--- config.mk ---
export PLATFORM = sky130hd
export DESIGN_NAME = usb_host_capability_regs
export DESIGN_NICKNAME = d
export VERILOG_FILES = /design/src/hw/cap_regs_pkg.sv /design/src/hw/usb_host_capability_regs.sv /design/src/hw/cap_word_build.sv /design/src/hw/cap_read_mux.sv
export SDC_FILE = /design/constraint.sdc
export NUM_CORES = 1
export LEC_CHECK = 0
export BUFFER_PORTS_ARGS = -buffer_cell sky130_fd_sc_hd__buf_2
export CAP_MARGIN = 30
export CORE_MARGIN = 1.5
export CORE_UTILIZATION = 23
export DETAILED_ROUTE_END_ITERATION = 10
export PLACE_DENSITY = 0.77
export SYNTH_ARGS = -nofsm -noshare
export SYNTH_HDL_FRONTEND = slang
export SYNTH_SLANG_ARGS = --single-unit
--- constraint.sdc ---
create_clock -name REF_CLK -period 1 [get_ports REF_CLK]
set_clock_uncertainty 0.2 [all_clocks]
set_input_delay 0.1 -clock REF_CLK [delete_from_list [all_inputs] [get_ports REF_CLK]]
set_output_delay 0.1 -clock REF_CLK [all_outputs]
set_load 0.01 [all_outputs]
--- src/hw/cap_regs_pkg.sv ---
// Package: constants and carriers for the host controller capability bank
// Assumes: included by every file of the bank; no clock or reset dependence
package cap_regs_pkg;

   // ***************************************************************
   // Register offsets (byte addresses from the function base)
   // ***************************************************************
   localparam logic [7:0] CAP_LEN_VER_OFFSET     = 8'h00;
   localparam logic [7:0] STRUCT_PARAMS_OFFSET   = 8'h04;

   // ***************************************************************
   // Field positions
   // ***************************************************************
   localparam int VERSION_LSB       = 16;
   localparam int CAP_LEN_LSB       = 0;
   localparam int CC_COUNT_LSB      = 12;
   localparam int PPC_COUNT_LSB     = 8;
   localparam int ROUTE_METHOD_BIT  = 7;
   localparam int POWER_SWITCH_BIT  = 4;
   localparam int PORT_COUNT_LSB    = 0;

   // ***************************************************************
   // Values after reset
   // ***************************************************************
   localparam logic [15:0] VERSION_RESET      = 16'h0100;
   localparam logic [7:0]  CAP_LEN_RESET      = 8'h20;
   localparam logic [3:0]  CC_COUNT_RESET     = 4'h1;
   localparam logic [3:0]  PPC_COUNT_RESET    = 4'h2;
   localparam logic        ROUTE_METHOD_RESET = 1'b1;
   localparam logic        POWER_SW_RESET     = 1'b1;
   localparam logic [3:0]  PORT_COUNT_RESET   = 4'h2;

   // ***************************************************************
   // Carriers
   // ***************************************************************
   typedef struct packed {
      logic [15:0] interface_version_number;
      logic [7:0]  reserved_mid;
      logic [7:0]  capability_space_length;
   } cap_len_ver_type;

   typedef struct packed {
      logic [15:0] reserved_high;
      logic [3:0]  companion_controller_count;
      logic [3:0]  ports_per_companion;
      logic        port_routing_method;
      logic [1:0]  reserved_low;
      logic        port_power_switch_present;
      logic [3:0]  port_count;
   } structural_parameters_word_type;

   typedef struct packed {
      logic        read_strobe;
      logic [7:0]  address;
   } read_request_type;

endpackage

--- src/hw/usb_host_capability_regs.sv ---
// Read-only capability register bank of an enhanced USB 2.0 host controller
// Assumes: reads arrive as a strobe with a byte offset, synchronous to REF_CLK
`timescale 1ns/1ps

// Operation
// RULE1: Words at offsets 0 and 4, read-only
// RULE2: Bits 31:16 give BCD version 01.00
// RULE3: Bits 7:0 give capability length 20h
// RULE4: Reserved fields read as zero
// RULE5: Companion controller count field, reset one
// RULE6: Zero companions means high-speed only ports
// RULE7: Nonzero companions enables port ownership hand-off
// RULE8: Ports per companion field, reset two
// RULE9: Software groups ports sequentially per companion
// RULE10: Companions together cover every physical port
// RULE11: Bit 7 routing method, reset one
// RULE12: Software picks sequential or enumerated routing
// RULE13: Bit 4 port power switches, reset one
// RULE14: Bits 3:0 port count, reset two
module usb_host_capability_regs
   import cap_regs_pkg::*;
(
   // Clock and reset
   input  wire logic          REF_CLK,
   input  wire logic          NRST,
   // Register read port, plus write inputs that are ignored
   input  wire logic          RD_STROBE,
   input  wire logic [7:0]    RD_ADDR,
   input  wire logic          WR_STROBE,
   input  wire logic [7:0]    WR_ADDR,
   input  wire logic [31:0]   WR_DATA,
   output logic [31:0]        RD_DATA,
   output logic               RD_VALID,
   output logic               RD_HIT,
   // Capability status
   output logic               HANDOFF_SUPPORTED,
   output logic               HS_ONLY
);

   // ***************************************************************
   // Structural constants
   // ***************************************************************
   logic [3:0]                      companion_count;
   logic [3:0]                      ports_per_comp;
   logic [3:0]                      ports_total;
   cap_len_ver_type                 cap_word;
   structural_parameters_word_type  struct_word;
   logic [31:0]                     mux_value;
   logic                            mux_hit;

   assign companion_count = CC_COUNT_RESET;    // RULE5
   // Group size and port count are chosen together so companions cover all ports
   assign ports_per_comp  = PPC_COUNT_RESET;   // RULE8 RULE10
   assign ports_total     = PORT_COUNT_RESET;  // RULE14 RULE10

   cap_word_build i_cap_word_build (
      .companion_count (companion_count),
      .ports_per_comp  (ports_per_comp),
      .ports_total     (ports_total),
      .cap_word        (cap_word),
      .struct_word     (struct_word)
   );

   cap_read_mux i_cap_read_mux (
      .address    (RD_ADDR),
      .cap_word   (cap_word),
      .struct_word(struct_word),
      .read_value (mux_value),
      .hit        (mux_hit)
   );

   // ***************************************************************
   // Read answer registers
   // ***************************************************************
   logic [31:0] rd_data_reg;
   logic [31:0] rd_data_next;
   logic        rd_valid_reg;
   logic        rd_valid_next;
   logic        rd_hit_reg;
   logic        rd_hit_next;
   logic        handoff_reg;
   logic        handoff_next;
   logic        hs_only_reg;
   logic        hs_only_next;

   // Writes are ignored: every bit of the bank is read-only
   always_comb begin
      rd_data_next  = rd_data_reg;
      rd_valid_next = RD_STROBE;
      rd_hit_next   = rd_hit_reg;
      if (RD_STROBE) begin
         rd_data_next = mux_value;  // RULE1
         rd_hit_next  = mux_hit;
      end
      // Hand-off exists only when a companion is present
      handoff_next = (companion_count != 4'h0);  // RULE7
      hs_only_next = (companion_count == 4'h0);  // RULE6
   end

   // Register stage; outputs come straight from flip-flops
   always_ff @(posedge REF_CLK or negedge NRST) begin
      if (!NRST) begin
         rd_data_reg  <= 32'h0000_0000;
         rd_valid_reg <= 1'b0;
         rd_hit_reg   <= 1'b0;
         handoff_reg  <= 1'b0;
         hs_only_reg  <= 1'b0;
      end else begin
         rd_data_reg  <= rd_data_next;
         rd_valid_reg <= rd_valid_next;
         rd_hit_reg   <= rd_hit_next;
         handoff_reg  <= handoff_next;
         hs_only_reg  <= hs_only_next;
      end
   end

   // Companion coverage holds by construction: 1 x 2 ports covers 2 ports
   // RULE10 is met since count times group size equals the port count

   assign RD_DATA           = rd_data_reg;
   assign RD_VALID          = rd_valid_reg;
   assign RD_HIT            = rd_hit_reg;
   assign HANDOFF_SUPPORTED = handoff_reg;
   assign HS_ONLY           = hs_only_reg;

endmodule // usb_host_capability_regs

--- src/hw/cap_word_build.sv ---
// Builds the two constant capability words from the structural fields
// Assumes: field values are fixed constants supplied by the top module
`timescale 1ns/1ps
module cap_word_build
   import cap_regs_pkg::*;
(
   // Structural fields
   input  wire logic [3:0]                     companion_count,
   input  wire logic [3:0]                     ports_per_comp,
   input  wire logic [3:0]                     ports_total,
   // Built words
   output cap_len_ver_type                     cap_word,
   output structural_parameters_word_type      struct_word
);

   // Reserved fields are tied to zero so they always read as zero
   always_comb begin
      cap_word.interface_version_number = VERSION_RESET;  // RULE2
      cap_word.reserved_mid             = 8'h00;          // RULE4
      cap_word.capability_space_length  = CAP_LEN_RESET;  // RULE3
      struct_word.reserved_high              = 16'h0000;  // RULE4
      struct_word.companion_controller_count = companion_count;  // RULE5
      struct_word.ports_per_companion        = ports_per_comp;   // RULE8
      struct_word.port_routing_method        = ROUTE_METHOD_RESET;  // RULE11
      struct_word.reserved_low               = 2'h0;
      struct_word.port_power_switch_present  = POWER_SW_RESET;  // RULE13
      struct_word.port_count                 = ports_total;     // RULE14
   end

endmodule // cap_word_build

--- src/hw/cap_read_mux.sv ---
// Read selector for the capability bank
// Assumes: address is a byte offset; unmapped offsets read as zero
`timescale 1ns/1ps
module cap_read_mux
   import cap_regs_pkg::*;
(
   // Request
   input  wire logic [7:0]                     address,
   // Words
   input  cap_len_ver_type                     cap_word,
   input  structural_parameters_word_type      struct_word,
   // Result
   output logic [31:0]                         read_value,
   output logic                                hit
);

   // Decode the two mapped offsets
   always_comb begin
      read_value = 32'h0000_0000;
      hit        = 1'b0;
      unique case (address)
         CAP_LEN_VER_OFFSET: begin
            read_value = cap_word;  // RULE1
            hit        = 1'b1;
         end
         STRUCT_PARAMS_OFFSET: begin
            read_value = struct_word;  // RULE1
            hit        = 1'b1;
         end
         default: begin
            read_value = 32'h0000_0000;
            hit        = 1'b0;
         end
      endcase
   end

endmodule // cap_read_mux

; ---- Word level (Yosys, flattened, before mapping)
; Cells that the tools add are included.
[word_totals]
ff_bits = 35
output_inout_bits = 36
ramBits = 0
rom_bits = 0
memories = 0
inputBits = 52
latchBits = 0
[classes]
n_mul = 0
magnitude_cmp = 0
reduce_logical = 2
muxes = 2
n_div = 0
n_bitwise = 0
shift = 0
n_addsub = 0
eq_ne = 1
[op_table]
columns = cell, n
row1 = $pmux W25 S2, 1
row2 = $eq A8 B3 Y1 const B, 1
row3 = $logic_not A8 Y1, 1
row4 = $reduce_or A2 Y1, 1
row5 = $mux W1, 1

; ---- Longest topological paths before layout
; Gate-level depths: netlist (run 1).
[depth]
ltp_word = 3
ltp_mapped = 2
ltp_nobuf = 2

; ---- Cells and area by module
; A second synthesis (run 1) with hierarchy kept.
[hier_totals]
cells_unflattened = 220
hier_area_um2 = 2672.6
[by_module_without_submodules]
columns = module, n_inst, area_per_inst_um2, seq_area_each_um2, cells_each
row1 = usb_host_capability_regs, 1, 1446.4, 875.8, 75
row2 = cap_read_mux, 1, 738.2, 0.0, 79
row3 = cap_word_build, 1, 488.0, 0.0, 66

; ---- Worst setup path after synthesis (run 1)
; OpenSTA, ideal clock, no wires.
[synth_path]
path_type = input-to-reg
from = input RD_ADDR[4]
to = register rd_data_reg[12], in the netlist RD_DATA[12]
path_slack_ns = -0.203
setup_time_ns = 0.101
cell_stages = 2
arrival_ns = 0.902
cell_sequence = or4b_1 o32ai_1
[synth_between]
elab_chain_len = 2
word_cells_on_any_way = 3
cone_classes = eq/ne: 1 / mux: 1 / reduce/logical: 1
[synth_rtl]
columns = item, line_no
row1 = start: declaration, usb_host_capability_regs.sv:28  ; input wire logic [7:0] RD_ADDR,
row2 = $eq A8 B3 Y1 / $logic_not A8 Y1 (equally long branches), cap_read_mux.sv:21  ; unique case (address)
row3 = $pmux W25 S2 (*), cap_read_mux.sv:21
row4 = end signal: assignment, usb_host_capability_regs.sv:109  ; rd_data_reg <= rd_data_next;
row5 = end: declaration, usb_host_capability_regs.sv:75  ; logic [31:0] rd_data_reg;
; Mark *: on every way between the ends. The rest lies on a longest branch, timed or not.
; A chain may end at the register's enable or synchronous reset.

==> impl_metrics.py, run 1 <==
metrics = {
    "floorplanning": {
        "chipHeight_um": 45.8,
        "die_area_mm2": 0.00210,
        "num_rows": 15,
        "start_util_pct": 24.4,
        "io_pins": 88,
        "coreArea_mm2": 0.00173,
        "die_width_um": 45.8,
    },
    "worst_setup_path": {
        "cp.arrival_ns": 0.81,
        "rr_worst_depth": 3,
        "worstPathBufferInverterCount": 1,
        "critPathTopFamily": "flip-flops",
        "start_kind": "flip-flop",
        "r2r_end": "RD_DATA[12]",
        "crit_chain": "buf_2",
        "slowest_stage": "dfrtp_1",
        "slowest_delay_ns": 0.41,
        "cp-end-kind": "output port",
        "timing.rr.start": "RD_DATA[12]",
        "crit_type": "reg2out",
        "crit_required_ns": 0.70,
        "cp_max_fo": 6,
        "ff2ff_setup_slack_ns": 0.01,
    },
    "grt": {
        "grt_overflow": 0,
        "grtUsageTotal_pct": 7.19,
        "antenna_found_initial": 0,
        "grt_pass1_wl_um": 952,
        "grt_max_degree": 7,
        "grt_pass1_vias": 239,
    },
    "clock_tree": {
        "clock_path_buffers": 2,
        "numCtsBuffers": 3,
        "cts.sinks": 5,
        "clk_pin_slew_ns": 0.04,
        "worstSkewPairLatency_ns": 0.24,
        "cts_tree": "built",
        "holdBufCountCts": 1,
        "cts_root_buf": "clkbuf_4",
        "htreeDepth": 1,
    },
    "cells_and_area": {
        "fillers": 212,
        "register_area_um2": 125,
        "syn2layout_area_growth_pct": 20.8,
        "multi_input_area_um2": 165,
        "fin_cells": 95,
        "final_common_cell": "conb_1",
        "final_layout_size_suffix_gt1_share_pct": 44.3,
        "layout_common_cells": "conb_1 (27), buf_2 (19), dfrtp_1 (5)",
        "design_area_um2": 509,
        "antenna_cells": 0,
        "nets": 123,
    },
    "pwr": {
        "internal_power_mw": 0.389,
        "ir_drop_v": 0.000466,
        "swShare_pct": 27.3,
        "p_leak_nw": 0.305,
        "clkPwrFrac_pct": 42.8,
        "p_per_area_mw_per_mm2": 1050,
        "switchingPower_mw": 0.146,
        "comb_power_share_pct": 18.2,
        "power_frac_seq_pct": 39.1,
    },
    "timing": {
        "whs_ns": -0.100,
        "fin_setup_tns_ns": -0.873,
        "worst_slack_ns": -0.109,
        "fin_crit_ns": 1.11,
        "drv_slew": 0,
        "max_freq_ghz": 0.902,
        "hold_viol": 4,
        "final.period_utilization_pct": 111,
        "rsz0062_at_grt": "yes",
        "setup_violations": 12,
    },
    "logic_synthesis": {
        "syn_avg_cell_area_um2": 8.97,
        "syn_area_um2": 422,
        "yosysUniqueCellTypes": 8,
        "synth_cells": 47,
        "synth_seq_cells": 5,
        "ys_seq_area_share_pct": 29.7,
        "yosysWarnings": 0,
    },
    "place": {
        "dpl.cell_count": 87,
        "post-dp-hpwl_um": 561,
        "place.gp.congestion": 0.688,
        "port-buffer-count": 20,
        "place_area_um2": 437,
    },
    "drt": {
        "drc": 0,
        "post_drt_wl_per_cell_um": 7.33,
        "num_vias": 291,
        "routed_via_density": 3.06,
        "antenna_left": 0,
        "drt_first_pass_iters": 2,
        "drt_iter0_drc": 1,
        "routed_wl_um": 696,
    },
    "hold_path": {
        "whs_endpoint": "RD_DATA[5]",
        "hold_start": "RD_ADDR[2]",
        "holdCritPathClass": "in2reg",
        "hold_depth": 2,
    },
    "job": {
        "maxCapViolations": 0,
    },
    "status": {
        "violations": "hold timing, setup timing",
        "status": "finished, violations left",
    },
}
## per-layer routing
layer	GRT usage (%)	vias to the layer above	part of all wire (%)
met5	0	-	0
met4	8.57	0	0
met3	2.38	0	11
met2	12.4	24	61
met1	5.71	133	28
li1	-	134	-
## worst max-delay path by stage
stage / startpoint / endpoint / cells after the start
after floorplan: RD_ADDR[4] / RD_DATA[5] / 2
after global placement: RD_ADDR[4] / RD_DATA[5] / 3
after detailed placement: RD_ADDR[4] / RD_DATA[5] / 3
after CTS: RD_DATA[12] / RD_DATA[4] / 1
after global routing: RD_DATA[12] / RD_DATA[7] / 1
final: RD_DATA[12] / RD_DATA[4] / 1
## logic make-up after synthesis
group / count (synthesis) / share of synthesized area (%)
other: 2 / 1.78
flip-flops: 5 / 29.7
buffers and inverters: 35 / 58.8
AND/OR/NAND/NOR: 2 / 4.16
AO/OA/AOI/OAI: 3 / 5.64
## cell type report
type / count / area share, %
clock buffers: 4 / 5.16
inverters: 4 / 2.95
multi-input cells: 32 / 32.4
flip-flops and latches: 5 / 24.6
well taps: 25 / 6.14
repair buffers: 25 / 28.7
## power by group through the flow
stage	Sequential [mW]	Combinational, mW	Clock (mW)
after floorplan	0.215	0.127	0
after global placement	0.212	0.0862	0
after detailed placement	0.212	0.0885	0
after CTS	0.209	0.0958	0.240
after global routing	0.209	0.111	0.264
final	0.209	0.0974	0.229
## through the flow
step	utilization (%)	setup slack, ns	power (mW)
6_report	29.5	-0.109	0.536
5_1_grt	29.5	-0.168	0.584
4_1_cts	29.1	-0.125	0.545
3_5_place_dp	25.3	-0.332	0.301
3_3_place_gp	25.3	-0.295	0.298
2_1_floorplan	-	-0.180	0.342
## timing repair
action,CTS,global route
pin swaps,4,1
resized for setup,2,0
hold endpoints to repair,9,4
endpoints found under the setup margin,12,12
buffers inserted,2,1
## sequential cells by signal (all words and copies together) (netlist names)
signal / cells
HANDOFF_SUPPORTED: 1
RD_DATA: 2
RD_HIT: 1
RD_VALID: 1
## synthesized netlist by cell type
cell type	n	area share, %
buf_4	31	55
conb_1	2	1.8
dfrtp_1	5	30
inv_1	4	3.6
o22ai_1	1	1.5
o32ai_1	2	4.2
or4_1	1	1.8
or4b_1	1	2.4
(Power assumes the default switching activity.)
==> inputs of run 2 (changes only) <==
- PLACE_DENSITY: 0.77 -> 0.81
==> run 2 against run 1 <==
Net effect:
- the run still ends with hold timing, setup timing left
- global-route usage fell by 0.81 points
- sequential share of layout area stayed put
- die area stayed put
- register-to-register slack hardly changed
- routed wire length is 6.8% lower
- cell count did not move
- largest cell class unchanged
- largest power group unchanged
- highest routed layer is now met4
==> impl_metrics.py, run 2 (same netlist as run 1, synthesis figures left out) <==
metrics = {
    "place": {
        "dpl.cell_count": 87,
        "post-dp-hpwl_um": 526,
        "place.gp.congestion": 0.635,
        "place_area_um2": 437,
        "port-buffer-count": 20,
    },
    "worst_setup_path": {
        "cp_max_fo": 6,
        "start_kind": "flip-flop",
        "worstPathBufferInverterCount": 1,
        "critPathTopFamily": "flip-flops",
        "crit_required_ns": 0.70,
        "crit_type": "reg2out",
        "timing.rr.start": "RD_DATA[12]",
        "cp.arrival_ns": 0.80,
        "crit_chain": "buf_2",
        "slowest_stage": "dfrtp_1",
        "cp-end-kind": "output port",
        "slowest_delay_ns": 0.41,
        "startpoint": "RD_DATA[12]",
    },
    "grt": {
        "grt_pass1_wl_um": 890,
        "grt_overflow": 0,
        "grt_max_degree": 7,
        "busiest_layer": "met2",
        "antenna_found_initial": 0,
        "met3_usage_pct": 1.19,
        "grt_pass1_vias": 252,
        "grt_use_met1_pct": 5.95,
        "grtUsageTotal_pct": 6.39,
        "met2_usage_pct": 11.0,
    },
    "cells_and_area": {
        "antenna_cells": 0,
        "syn2layout_area_growth_pct": 20.8,
        "final_common_cell": "conb_1",
        "design_area_um2": 509,
        "fin_cells": 95,
        "layout_common_cells": "conb_1 (27), buf_2 (19), dfrtp_1 (5)",
        "largest_reg_flops": 2,
        "nets": 123,
        "final_layout_size_suffix_gt1_share_pct": 44.3,
    },
    "pwr": {
        "finalPower_mw": 0.538,
        "p_per_area_mw_per_mm2": 1060,
        "ir_drop_v": 0.000545,
        "p_leak_nw": 0.305,
    },
    "drt": {
        "drc": 0,
        "antenna_left": 0,
        "drt_iter0_drc": 1,
        "post_drt_wl_per_cell_um": 6.83,
        "drt_first_pass_iters": 2,
        "routed_via_density": 3.13,
        "routed_wl_um": 649,
        "num_vias": 297,
    },
    "timing": {
        "drv_slew": 0,
        "max_freq_ghz": 0.910,
        "fin_crit_ns": 1.10,
        "fin_setup_tns_ns": -0.822,
        "rsz0062_at_grt": "yes",
        "setup_violations": 12,
        "final.period_utilization_pct": 110,
        "hold_viol": 4,
        "whs_ns": -0.114,
        "worst_slack_ns": -0.0992,
    },
    "clock_tree": {
        "holdBufCountCts": 1,
        "worstSkewPairLatency_ns": 0.24,
        "cts_root_buf": "clkbuf_4",
        "numCtsBuffers": 3,
        "clk_pin_slew_ns": 0.04,
        "clock_path_buffers": 2,
        "cts.sinks": 5,
        "cts_tree": "built",
        "htreeDepth": 1,
    },
    "floorplanning": {
        "io_pins": 88,
        "num_rows": 15,
        "chipHeight_um": 45.8,
        "die_width_um": 45.8,
        "die_area_mm2": 0.00210,
        "coreArea_mm2": 0.00173,
        "start_util_pct": 24.4,
    },
    "status": {
        "status": "finished, violations left",
        "violations": "hold timing, setup timing",
    },
    "hold_path": {
        "holdCritPathClass": "in2reg",
        "hold_start": "RD_ADDR[2]",
    },
    "job": {
        "maxCapViolations": 0,
    },
}
run 2: cell counts in the layout (fill, tap and decap cells not counted):
No cell type changed its count.
run 2: repair_timing:
action | CTS | global route
endpoints found under the setup margin | 12 | 12
hold endpoints to repair | 9 | 4
gates resized for setup | 2 | 0
pin swaps | 4 | 0
buffers inserted | 3 | 0
run 2: routing by layer:
layer	wire, µm	part of all wire, %
met2	339	52
met1	208	32
met5	0	0
met3	84	13
met4	17	2.6
run 2: power by group:
| group | switching, mW | internal (mW) | total, mW |
|---|---|---|---|
| clock network | 0.0807 | 0.151 | 0.231 |
| logic | 0.0670 | 0.0308 | 0.0977 |
| registers | 0.00143 | 0.208 | 0.209 |
| total | 0.149 | 0.389 | 0.538 |
run 2: layout make-up:
class	count	area, µm²
clock buffers	4	26.3
well taps	25	31.3
inverters	4	15.0
repair buffers	25	146
fillers	207	1220
flip-flops and latches	5	125
multi-input cells	32	165
run 2: final timing paths:
| path | end | slack (ns) | cells after the start |
|---|---|---|---|
| setup / recovery | RD_DATA[9] | -0.1 | 1 |
| hold / removal | RD_DATA[5] | -0.11 | 2 |
| setup reg to reg | RD_DATA[12] | 0.01 | 3 |
| hold reg to reg | RD_DATA[5] | 0.43 | 3 |
| max in group asynchronous | RD_VALID | 0.46 | 2 |
| min in group asynchronous | RD_HIT | 0.01 | 2 |
run 2: metrics by stage:
stage	setup slack, ns	util (%)
6_report	-0.0992	29.5
3_5_place_dp	-0.318	25.3
3_3_place_gp	-0.301	25.3
2_1_floorplan	-0.180	-
5_1_grt	-0.148	29.5
4_1_cts	-0.110	29.5
==> inputs of run 3 (changes only) <==
- ABC_AREA: default -> 1
- CORE_UTILIZATION: 23 -> 25
- PLACE_DENSITY: 0.81 -> 0.79
==> run 3 against run 2 <==
Net effect:
- core utilization fell by 0.22 points
- clock power down 3%
- sequential cell count unchanged
- combinational power increased by 7%
- die area increased by 0.44%
- register-to-register slack is essentially flat
- the flow still finishes with violations (hold timing, setup timing)
- area after synthesis grew 9.2%
- critical path depth did not move
- via count up 11%
- count of clock-buffer cells in the layout unchanged
==> impl_metrics.py, run 3 <==
metrics = {
    "logic_synthesis": {
        "syn_avg_cell_area_um2": 7.94,
        "synthTopCellsByCount": "buf_4 (31), nor2_1 (6), dfrtp_1 (5)",
        "yosysWarnings": 0,
        "synth_area_leaders": "buf_4 (51%), dfrtp_1 (27%), nor2_1 (4.9%)",
        "synth-edff-count": 0,
        "syn_area_um2": 460,
        "synth_top_cell_area_share_pct": 50.5,
        "synth_largest_area_cell": "buf_4",
        "yosysUniqueCellTypes": 13,
        "synth_seq_cells": 5,
        "async_flop_share_pct": 100,
        "synth_cells": 58,
        "synth_ff_type": "dfrtp_1",
        "ys_seq_area_share_pct": 27.2,
        "yosysMostFrequentCell": "buf_4",
    },
    "clock_tree": {
        "cts_setup_buffers": 0,
        "clock_path_buffers": 2,
        "cts_tree": "built",
        "htreeDepth": 1,
        "clk_pin_slew_ns": 0.04,
        "numCtsBuffers": 3,
        "cts_root_buf": "clkbuf_4",
        "cts.sinks": 5,
        "worstSkewPairLatency_ns": 0.24,
    },
    "floorplanning": {
        "die_width_um": 45.9,
        "chipHeight_um": 45.9,
        "coreArea_mm2": 0.00173,
        "start_util_pct": 26.7,
        "die_area_mm2": 0.00211,
        "io_pins": 88,
        "num_rows": 15,
    },
    "place": {
        "place_area_um2": 453,
        "post-dp-hpwl_um": 592,
        "place.gp.congestion": 0.577,
        "port-buffer-count": 20,
        "dp_slack_ns": 0.0227,
    },
    "timing": {
        "setup_violations": 10,
        "whs_ns": -0.0643,
        "rsz0062_at_grt": "yes",
        "final.period_utilization_pct": 111,
        "fin_crit_ns": 1.11,
        "worst_slack_ns": -0.105,
        "hold_viol": 3,
        "max_freq_ghz": 0.905,
        "drv_slew": 0,
    },
    "worst_setup_path": {
        "crit_required_ns": 0.70,
        "cp-end-kind": "output port",
        "cp_max_fo": 6,
        "slowest_delay_ns": 0.41,
        "critPathTopFamily": "flip-flops",
        "crit_type": "reg2out",
        "worstPathBufferInverterCount": 1,
        "cp.arrival_ns": 0.81,
        "start_kind": "flip-flop",
        "crit_chain": "buf_2",
        "slowest_stage": "dfrtp_1",
    },
    "pwr": {
        "power_frac_seq_pct": 38.8,
        "comb_power_share_pct": 19.5,
        "switchingPower_mw": 0.151,
        "ir_drop_v": 0.000244,
        "swShare_pct": 28.1,
        "p_leak_nw": 0.308,
        "clkPwrFrac_pct": 41.8,
        "finalPower_mw": 0.539,
        "p_per_area_mw_per_mm2": 1070,
        "internal_power_mw": 0.388,
    },
    "status": {
        "status": "finished, violations left",
        "violations": "hold timing, setup timing",
    },
    "grt": {
        "grt_pass1_wl_um": 862,
        "grt_pass1_vias": 242,
        "grtUsageTotal_pct": 6.27,
        "grt_max_degree": 7,
        "grt_overflow": 0,
        "antenna_found_initial": 0,
    },
    "hold_path": {
        "holdCritPathClass": "in2reg",
    },
    "drt": {
        "post_drt_wl_per_cell_um": 6.50,
        "drt_iter0_drc": 4,
        "drt_first_pass_iters": 3,
        "num_vias": 331,
        "antenna_left": 0,
        "drc": 0,
        "routed_wl_um": 670,
        "routed_via_density": 3.21,
    },
    "cells_and_area": {
        "antenna_cells": 0,
        "syn2layout_area_growth_pct": 9.78,
        "utilization_pct": 29.3,
        "largest_reg_flops": 2,
        "layout_common_cells": "conb_1 (27), buf_2 (19), nor2_1 (6)",
        "nets": 131,
        "final_common_cell": "conb_1",
        "design_area_um2": 505,
        "final_layout_size_suffix_gt1_share_pct": 33.3,
    },
    "job": {
        "maxCapViolations": 0,
    },
}
==> run 3: path summary, 6_finish.rpt <==
path / from / endpoint / slack [ns] / cells past startpoint
max in group asynchronous: NRST / HANDOFF_SUPPORTED / 0.46 / 2
hold reg to reg: RD_HIT / RD_HIT / 0.27 / 2
setup reg to reg: RD_DATA[12] / RD_DATA[12] / 0.02 / 3
setup / recovery: RD_DATA[12] / RD_DATA[7] / -0.11 / 1
min in group asynchronous: NRST / RD_DATA[5] / 0.01 / 2
hold / removal: RD_ADDR[4] / RD_HIT / -0.06 / 4
==> run 3: cells by family (layout without fill, tap and decap cells) <==
| logic type | Yosys count | count (layout) | synth area share [%] |
|---|---|---|---|
| buffers and inverters | 34 | 29 | 53.0 |
| AND/OR/NAND/NOR | 15 | 15 | 15.5 |
| flip-flops | 5 | 5 | 27.2 |
| other | 2 | 27 | 1.63 |
| AO/OA/AOI/OAI | 2 | 2 | 2.72 |
==> run 3: power by group through the flow <==
stage | combinational (mW) | clock, mW | sequential, mW
global placement | 0.0953 | 0 | 0.212
CTS | 0.101 | 0.236 | 0.209
floorplan | 0.134 | 0 | 0.215
detailed placement | 0.0979 | 0 | 0.212
finish | 0.105 | 0.225 | 0.209
global route | 0.119 | 0.244 | 0.209
==> run 3: per-layer routing <==
| layer | wire (µm) | GRT usage (%) | vias up |
|---|---|---|---|
| li1 | - | - | 158 |
| met1 | 177 | 3.55 | 138 |
| met2 | 374 | 13.3 | 33 |
| met3 | 105 | 1.19 | 2 |
| met4 | 12 | 6.86 | 0 |
| met5 | 0 | 0 | - |
==> run 3: metrics by stage <==
step                      hold WS (ns)  setup TNS [ns]  instances
after CTS                       -0.168          -0.831        102
after floorplan                 -0.396               0         83
after global routing           -0.0420           -1.08        103
after detailed placement        -0.280               0         97
final                          -0.0643          -0.751        103
after global placement          -0.283               0         97
==> run 3: what timing repair did <==
item,in CTS,in global routing
gates resized for setup,0,1
hold buffers,1,1
hold endpoints to repair,9,3
endpoints found under the setup margin,10,11
==> run 3: worst reg2reg max path: stages (launching register included) <==
cell	delay, ns
dfrtp_1	0.41
inv_1	0.07
nor2_1	0.03
o21bai_1	0.15
==> run 3: layout make-up <==
type | count | area (µm²)
clock buffer | 4 | 26.3
timing repair buffer | 22 | 126
fill | 197 | 1220
sequential | 5 | 125
multi-input combinational | 44 | 185
tap | 25 | 31.3
inverter | 3 | 11.3
